<file path="config.mk">
export PLATFORM = sky130hd
export DESIGN_NAME = mis_status
export DESIGN_NICKNAME = d
export VERILOG_FILES = /design/src/hdl/mis_pkg.sv /design/src/hdl/mis_edge_sel.sv /design/src/hdl/mis_status.sv
export SDC_FILE = /design/constraint.sdc
export NUM_CORES = 1
export LEC_CHECK = 0
export BUFFER_PORTS_ARGS = -buffer_cell sky130_fd_sc_hd__buf_4
export CAP_MARGIN = 20
export CORE_MARGIN = 2
export CORE_UTILIZATION = 55
export DETAILED_ROUTE_END_ITERATION = 8
export GPL_ROUTABILITY_DRIVEN = 0
export PLACE_DENSITY = 0.82
export RECOVER_POWER = 25
export SLEW_MARGIN = 10
export SYNTH_ARGS = -nofsm -noshare
export SYNTH_HDL_FRONTEND = slang
export SYNTH_SLANG_ARGS = --single-unit
</file>
<file path="constraint.sdc">
create_clock -name clk -period 3.4 [get_ports clk]
set_input_delay 0.17 -clock clk [delete_from_list [all_inputs] [get_ports clk]]
set_output_delay 0.17 -clock clk [all_outputs]
set_load 0.03 [all_outputs]
</file>
<file path="src/hdl/mis_pkg.sv">
// package for the metering event status block: register offsets, bit positions,
// write masks, reset values and the carrier structs.
// assumes one core clock; every event input comes from logic on that clock.
package mis_pkg;

   // special function register addresses
   localparam logic [7:0] MIS_ADDR_EN_LOW = 8'hD9;
   localparam logic [7:0] MIS_ADDR_EN_MID = 8'hDA;
   localparam logic [7:0] MIS_ADDR_EN_HIGH = 8'hDB;
   localparam logic [7:0] MIS_ADDR_ST_LOW = 8'hDC;
   localparam logic [7:0] MIS_ADDR_ST_MID = 8'hDD;
   localparam logic [7:0] MIS_ADDR_ST_HIGH = 8'hDE;

   // status low bit positions
   localparam int MIS_LOW_SUMMARY = 7;
   localparam int MIS_LOW_FAULT = 5;
   localparam int MIS_LOW_REACTIVE_SIGN = 4;
   localparam int MIS_LOW_ACTIVE_SIGN = 3;
   localparam int MIS_LOW_APPARENT_NOLOAD = 2;
   localparam int MIS_LOW_REACTIVE_NOLOAD = 1;
   localparam int MIS_LOW_ACTIVE_NOLOAD = 0;

   // status mid bit positions
   localparam int MIS_MID_FREQ_B = 7;
   localparam int MIS_MID_FREQ_A = 6;
   localparam int MIS_MID_OVERFLOW_LSB = 3;
   localparam int MIS_MID_HALF_LSB = 0;

   // status high bit positions
   localparam int MIS_HIGH_RESET_DONE = 7;
   localparam int MIS_HIGH_WAVEFORM = 5;
   localparam int MIS_HIGH_CURRENT_PEAK = 4;
   localparam int MIS_HIGH_VOLTAGE_PEAK = 3;
   localparam int MIS_HIGH_CYCLE_DONE = 2;
   localparam int MIS_HIGH_ZX_TIMEOUT = 1;
   localparam int MIS_HIGH_ZX_DETECT = 0;

   // accumulation configuration polarity bits
   localparam int MIS_ACC_FAULT_POL = 6;
   localparam int MIS_ACC_REACTIVE_POL = 5;
   localparam int MIS_ACC_ACTIVE_POL = 4;

   // implemented bits of each register
   localparam logic [7:0] MIS_MASK_EN_LOW = 8'h3F;
   localparam logic [7:0] MIS_MASK_EN_MID = 8'hFF;
   localparam logic [7:0] MIS_MASK_EN_HIGH = 8'h3F;
   localparam logic [7:0] MIS_MASK_ST_LOW = 8'h3F;
   localparam logic [7:0] MIS_MASK_ST_MID = 8'hFF;
   localparam logic [7:0] MIS_MASK_ST_HIGH = 8'hBF;

   // value after reset and read value of an unmapped address
   localparam logic [7:0] MIS_RESET_VALUE = 8'h00;
   localparam logic [7:0] MIS_RDATA_UNMAPPED = 8'h00;

   // events from the metering engine; energy index 2 apparent, 1 reactive, 0 active
   typedef struct packed {
      logic fault_mode;
      logic reactive_negative;
      logic active_negative;
      logic apparent_noload;
      logic irms_noload;
      logic reactive_noload;
      logic active_noload;
      logic freq_out_b_pulse;
      logic freq_out_a_pulse;
      logic [2:0] energy_overflow;
      logic [2:0] energy_half;
      logic waveform_sample_ready;
      logic current_peak;
      logic voltage_peak;
      logic line_cycle_done;
      logic zero_cross_timeout;
      logic zero_cross_detect;
   } mis_events_type;

   // one special function register access from the core
   typedef struct packed {
      logic [7:0] addr;
      logic wr;
      logic rd;
      logic [7:0] wdata;
   } mis_sfr_req_type;

endpackage

</file>
<file path="src/hdl/mis_edge_sel.sv">
// direction-selectable transition detector for one engine level.
// assumes the level comes from logic on clk; it is not synchronised here.
`timescale 1ns/1ps
module mis_edge_sel
   import mis_pkg::*;
(
   // clock and reset
   input wire logic clk,
   input wire logic rst_n,
   // level and chosen direction: 0 fires on a rise, 1 on a fall
   input wire logic level,
   input wire logic fall_sel,
   // one-cycle event
   output logic event_q
);

   logic level_q;
   logic level_d;
   logic event_d;

   // the previous level resets low, so a level already high at release counts as a rise
   always_comb begin
      level_d = level;
      event_d = fall_sel ? (level_q & ~level) : (~level_q & level);
   end

   always_ff @(posedge clk or negedge rst_n) begin
      if (!rst_n) begin
         level_q <= 1'b0;
         event_q <= 1'b0;
      end else begin
         level_q <= level_d;
         event_q <= event_d;
      end
   end

endmodule

</file>
<file path="src/hdl/mis_status.sv">
// metering event status and enable registers with the pending summary bit.
// assumes the core drives one access per cycle on clk and that every event
// input is produced by engine logic on the same clock.
`timescale 1ns/1ps

module mis_status
   import mis_pkg::*;
(
   // clock and reset
   input wire logic clk,
   input wire logic rst_n,
   // register access from the core
   input wire mis_sfr_req_type sfr_req,
   output logic [7:0] sfr_rdata,
   // software reset request, one cycle
   input wire logic soft_reset,
   // engine events and configuration
   input wire mis_events_type events,
   input wire logic [7:0] accumulation_config,
   // pending interrupt to the core
   output logic metering_irq_summary
);

   logic [7:0] st_low_q, st_low_d;
   logic [7:0] st_mid_q, st_mid_d;
   logic [7:0] st_high_q, st_high_d;
   logic [7:0] en_low_q, en_low_d;
   logic [7:0] en_mid_q, en_mid_d;
   logic [7:0] en_high_q, en_high_d;
   logic summary_q, summary_d;
   logic boot_q, boot_d;
   logic [7:0] rdata_q, rdata_d;
   logic fault_change_flag;
   logic reactive_sign_flag;
   logic active_sign_flag;
   logic [7:0] set_low, set_mid, set_high;

   // write strobe for one address
   function automatic logic wr_hit(input mis_sfr_req_type req, input logic [7:0] addr);
      return req.wr && (req.addr == addr);
   endfunction

   // bits a write clears: a zero written to an implemented flag clears it
   function automatic logic [7:0] clr_bits(input mis_sfr_req_type req, input logic [7:0] addr,
                                           input logic [7:0] mask);
      return wr_hit(req, addr) ? (~req.wdata & mask) : 8'h00;
   endfunction

   // any enabled flag set
   function automatic logic any_enabled(input logic [7:0] sl, input logic [7:0] sm,
                                        input logic [7:0] sh, input logic [7:0] el,
                                        input logic [7:0] em, input logic [7:0] eh);
      return |(sl & el & MIS_MASK_EN_LOW) | |(sm & em & MIS_MASK_EN_MID)
             | |(sh & eh & MIS_MASK_EN_HIGH);
   endfunction

   // sign and fault transition detectors
   mis_edge_sel u_fault_edge (
      .clk(clk),
      .rst_n(rst_n),
      .level(events.fault_mode),
      .fall_sel(accumulation_config[MIS_ACC_FAULT_POL]),
      .event_q(fault_change_flag)
   );

   mis_edge_sel u_reactive_edge (
      .clk(clk),
      .rst_n(rst_n),
      .level(events.reactive_negative),
      .fall_sel(accumulation_config[MIS_ACC_REACTIVE_POL]),
      .event_q(reactive_sign_flag)
   );

   mis_edge_sel u_active_edge (
      .clk(clk),
      .rst_n(rst_n),
      .level(events.active_negative),
      .fall_sel(accumulation_config[MIS_ACC_ACTIVE_POL]),
      .event_q(active_sign_flag)
   );

   // event set vectors
   always_comb begin
      set_low = 8'h00;
      set_low[MIS_LOW_FAULT] = fault_change_flag;
      set_low[MIS_LOW_REACTIVE_SIGN] = reactive_sign_flag;
      set_low[MIS_LOW_ACTIVE_SIGN] = active_sign_flag;
      set_low[MIS_LOW_APPARENT_NOLOAD] = events.apparent_noload | events.irms_noload;
      set_low[MIS_LOW_REACTIVE_NOLOAD] = events.reactive_noload;
      set_low[MIS_LOW_ACTIVE_NOLOAD] = events.active_noload;
      set_mid = 8'h00;
      // frequency pulses count whether or not the pin output is enabled
      set_mid[MIS_MID_FREQ_B] = events.freq_out_b_pulse;
      set_mid[MIS_MID_FREQ_A] = events.freq_out_a_pulse;
      set_mid[MIS_MID_OVERFLOW_LSB +: 3] = events.energy_overflow;
      set_mid[MIS_MID_HALF_LSB +: 3] = events.energy_half;
      set_high = 8'h00;
      set_high[MIS_HIGH_RESET_DONE] = ~boot_q;
      set_high[MIS_HIGH_WAVEFORM] = events.waveform_sample_ready;
      set_high[MIS_HIGH_CURRENT_PEAK] = events.current_peak;
      set_high[MIS_HIGH_VOLTAGE_PEAK] = events.voltage_peak;
      set_high[MIS_HIGH_CYCLE_DONE] = events.line_cycle_done;
      set_high[MIS_HIGH_ZX_TIMEOUT] = events.zero_cross_timeout;
      set_high[MIS_HIGH_ZX_DETECT] = events.zero_cross_detect;
   end

   // flag and enable next state; a set in the clearing cycle wins
   always_comb begin
      boot_d = 1'b1;
      st_low_d = ((st_low_q & ~clr_bits(sfr_req, MIS_ADDR_ST_LOW, MIS_MASK_ST_LOW))
                  | set_low) & MIS_MASK_ST_LOW;
      st_mid_d = ((st_mid_q & ~clr_bits(sfr_req, MIS_ADDR_ST_MID, MIS_MASK_ST_MID))
                  | set_mid) & MIS_MASK_ST_MID;
      st_high_d = ((st_high_q & ~clr_bits(sfr_req, MIS_ADDR_ST_HIGH, MIS_MASK_ST_HIGH))
                   | set_high) & MIS_MASK_ST_HIGH;
      en_low_d = wr_hit(sfr_req, MIS_ADDR_EN_LOW) ? (sfr_req.wdata & MIS_MASK_EN_LOW)
                                                  : en_low_q;
      en_mid_d = wr_hit(sfr_req, MIS_ADDR_EN_MID) ? (sfr_req.wdata & MIS_MASK_EN_MID)
                                                  : en_mid_q;
      en_high_d = wr_hit(sfr_req, MIS_ADDR_EN_HIGH) ? (sfr_req.wdata & MIS_MASK_EN_HIGH)
                                                    : en_high_q;
      // software reset clears the flags and enables and leaves only the reset mark
      if (soft_reset) begin
         st_low_d = MIS_RESET_VALUE;
         st_mid_d = MIS_RESET_VALUE;
         st_high_d = MIS_RESET_VALUE;
         st_high_d[MIS_HIGH_RESET_DONE] = 1'b1;
         en_low_d = MIS_RESET_VALUE;
         en_mid_d = MIS_RESET_VALUE;
         en_high_d = MIS_RESET_VALUE;
      end
      // summary follows the flags of the same edge, so it never lags them
      summary_d = any_enabled(st_low_d, st_mid_d, st_high_d,
                              en_low_d, en_mid_d, en_high_d);
   end

   always_ff @(posedge clk or negedge rst_n) begin
      if (!rst_n) begin
         st_low_q <= MIS_RESET_VALUE;
         st_mid_q <= MIS_RESET_VALUE;
         st_high_q <= MIS_RESET_VALUE;
         en_low_q <= MIS_RESET_VALUE;
         en_mid_q <= MIS_RESET_VALUE;
         en_high_q <= MIS_RESET_VALUE;
         summary_q <= 1'b0;
         boot_q <= 1'b0;
      end else begin
         st_low_q <= st_low_d;
         st_mid_q <= st_mid_d;
         st_high_q <= st_high_d;
         en_low_q <= en_low_d;
         en_mid_q <= en_mid_d;
         en_high_q <= en_high_d;
         summary_q <= summary_d;
         boot_q <= boot_d;
      end
   end

   // read data is registered; it holds between reads
   always_comb begin
      rdata_d = rdata_q;
      if (sfr_req.rd) begin
         unique case (sfr_req.addr)
            MIS_ADDR_ST_LOW: rdata_d = {summary_q, st_low_q[6:0]};
            MIS_ADDR_ST_MID: rdata_d = st_mid_q;
            MIS_ADDR_ST_HIGH: rdata_d = st_high_q;
            MIS_ADDR_EN_LOW: rdata_d = en_low_q;
            MIS_ADDR_EN_MID: rdata_d = en_mid_q;
            MIS_ADDR_EN_HIGH: rdata_d = en_high_q;
            default: rdata_d = MIS_RDATA_UNMAPPED;
         endcase
      end
   end

   always_ff @(posedge clk or negedge rst_n) begin
      if (!rst_n) begin
         rdata_q <= MIS_RESET_VALUE;
      end else begin
         rdata_q <= rdata_d;
      end
   end

   assign sfr_rdata = rdata_q;
   assign metering_irq_summary = summary_q;

   logic any_en_now;
   assign any_en_now = any_enabled(st_low_q, st_mid_q, st_high_q,
                                   en_low_q, en_mid_q, en_high_q);
endmodule

</file>
==> reports/metrics.yaml <==
status: "completed"
grt_pass1_vias: 2588
p_sw_uw: 394.6
critical-path-slowest-cell: "nor3_4"
critPathRequiredTime_ps: 3600
hp-class: "in2reg"
pwr_density_cell_mw_per_mm2: 426.2
p_total_uw: 1520
intPower_uw: 1125
cts_max_path_buffers: 2
layout_commonest_cell: "dfrtp_1"
async_flop_share_pct: 100.0
first_iter_violations: 313
postCtsSetupBuffers: 0
synth-seq-cells: 57
insertion_delay_ps: 340
rsz0062_at_grt: "false"
endpoint_kind: "flip-flop"
pwr-share-comb_pct: 11.3
worstSetupPathDepth: 7
ir_worst_vdd_mv: 0.2584
n_antenna_cell: 0
grt_pass1_wl_um: 13210
skew_ps: 6.599
worst_setup_path_start_kind: "input pin"
initial_utilization_pct: 56.69
whs_ps: 66.56
rows: 26
area_growth_syn_to_layout_pct: 23.16
cp_num_buf_inv: 1
fin_tns_setup_ps: 0
worstPathCellList: "buf_4 -> nand4b_4 -> nor3_4 -> mux2i_1 -> a2111oi_2 -> a2111oi_1 -> nand4_1"
leakagePower_uw: 0.001533
hpwl_um: 5284
synth_flop_cell: "dfrtp_1"
globalRouteOverflowTotal: 0
synth_cell_types: 51
hold_buffers: 4
vias_per_cell: 6.347
clock-sinks: 57
rr_worst_depth: 5
antenna_found_initial: 0
final_cell_mix: "dfrtp_1 (57), buf_4 (54), nor2_1 (40), a21oi_1 (19), a22oi_1 (18)"
drc_errors: 0
tritoncts: "done"
die-area_mm2: 0.005861
cts_buffers: 9
max_slew_margin_pct: 6.891
chipHeight_um: 76.56
io_buffer_count: 53
syn_inst: 283
routedWlPerCell_um: 18.96
worst_pin_slew_ps: 1397
root_buffer: "clkbuf_8"
fp.dieW_um: 76.56
fin_crit_ps: 2182
nets: 393
hold_depth: 3
ant_nets: 0
grtUsageTotal_pct: 29.18
finalCritPeriodShare_pct: 64.19
core_area_mm2: 0.005107
pwr-share-seq_pct: 47.4
vias: 2653
place_area_mm2: 0.003344
synth.avg_cell_area_um2: 10.23
worst-path-max-fanout: 31
routed_wl_um: 7924
fmax_mhz: 458.2
seq_area_frac_synth_pct: 49.27
maxCapViolations: 0
clkPwrFrac_pct: 41.3
ctsResizeCount: 0
critPathMaxStageDelay_ps: 580
drive_above_1_share_pct: 23.85
h-tree-depth: 3
finalHoldViolCount: 0
crit_arrival_ps: 2380
grt_max_degree: 58
cp_top_family: "simple AND/OR/NAND/NOR gates"
yosys_warnings: 0
dr.pass1.iters: 6
io_pins: 59
synth-edff-count: 0
slew_viol_final: 0
setup_viol: 0
path_class: "in2reg"
design_area_mm2: 0.003566
clk_pin_slew_worst_paths_ps: 60
switching_share_pct: 25.97
synth_area_mm2: 0.002895
syn_nets: 333
==> metal layers <==
layer,track usage [%],up-vias,share of wire (%)
met5,0,-,0
met4,11.82,0,2.5
li1,-,1200,-
met2,45.58,126,48
met1,39.24,1305,42
met3,7.227,22,8.4
==> power groups by stage <==
stage | combinational, uW | clock [uW] | sequential, uW
finish | 171 | 628 | 721
global route | 188 | 658 | 723
CTS | 172 | 628 | 720
detailed placement | 167 | 0 | 732
global placement | 164 | 0 | 731
floorplan | 68.5 | 0 | 738
==> cell families after synthesis <==
family          after synthesis  share of synthesized area (%)
compound gates               82                          21.35
flops                        57                          49.27
buf+inv                      22                          3.716
mux                          15                          5.229
other cells                   1                         0.1295
simple gates                106                          20.31
==> path summary, 6_finish.rpt <==
path	from	endpoint	slack [ps]
max in group asynchronous	rst_n	sfr_rdata[7]	1860
max reg2reg	en_mid_q[1]	metering_irq_summary	1890
min	events[4]	st_high_q[4]	70
min reg2reg	boot_q	st_high_q[7]	440
min in group asynchronous	rst_n	u_fault_edge.event_q	680
max	sfr_req[15]	metering_irq_summary	1220
==> cells in the mapped netlist (3+ instances only) <==
cell type  count  area share, %
o31ai_1        5            1.3
a41oi_1        6            1.8
a221oi_1       4            1.2
buf_6          3            1.2
nand2b_1       5            1.1
or4_1          6            1.6
nor2b_1        4           0.86
and2_1         6            1.3
a21oi_1       19            3.3
nor3_1        13            2.2
dfrtp_1       57             49
a22oi_1       18            4.7
nor2_1        40            5.2
mux2i_1       14            4.8
a211oi_1       3           0.78
clkbuf_1       6           0.78
o21ai_0        7            1.2
o41ai_1        5            1.5
nand4_1        6            1.3
nand2_1       11            1.4
inv_1          9            1.2
==> tightest hold or removal path, delay by kind of cell <==
kind / cells / cell delay (ps)
compound gates: 1 / 40
buf+inv: 1 / 80
simple gates: 1 / 80
==> cell type report <==
type / instances / area [um^2]
Fill cell: 417 / 1541
Sequential cell: 57 / 1426
Multi-Input combinational cell: 204 / 1361
Timing Repair Buffer: 62 / 461.7
Clock buffer: 10 / 137.6
Tap cell: 70 / 87.58
Clock inverter: 6 / 57.56
Inverter: 9 / 33.78
==> registers in the layout (all words and copies together), names as in the netlist <==
signal                   count
u_fault_edge.level_q         1
u_reactive_edge.event_q      1
st_high_q                    7
metering_irq_summary         1
st_mid_q                     8
u_active_edge.event_q        1
u_fault_edge.event_q         1
st_low_q                     6
sfr_rdata                    8
en_low_q                     6
u_reactive_edge.level_q      1
boot_q                       1
en_mid_q                     8
en_high_q                    6
u_active_edge.level_q        1
==> stage by stage <==
stage | setup WS [ps] | std cells | util, %
finish | 1218 | 418 | 69.82
global route | 999.7 | 418 | 69.82
global placement | 937.1 | 398 | 65.48
floorplan | 1510 | 283 | -
CTS | 1279 | 418 | 70.09
detailed placement | 917.6 | 398 | 65.48
No activity file was read; power rests on OpenSTA's default activity.
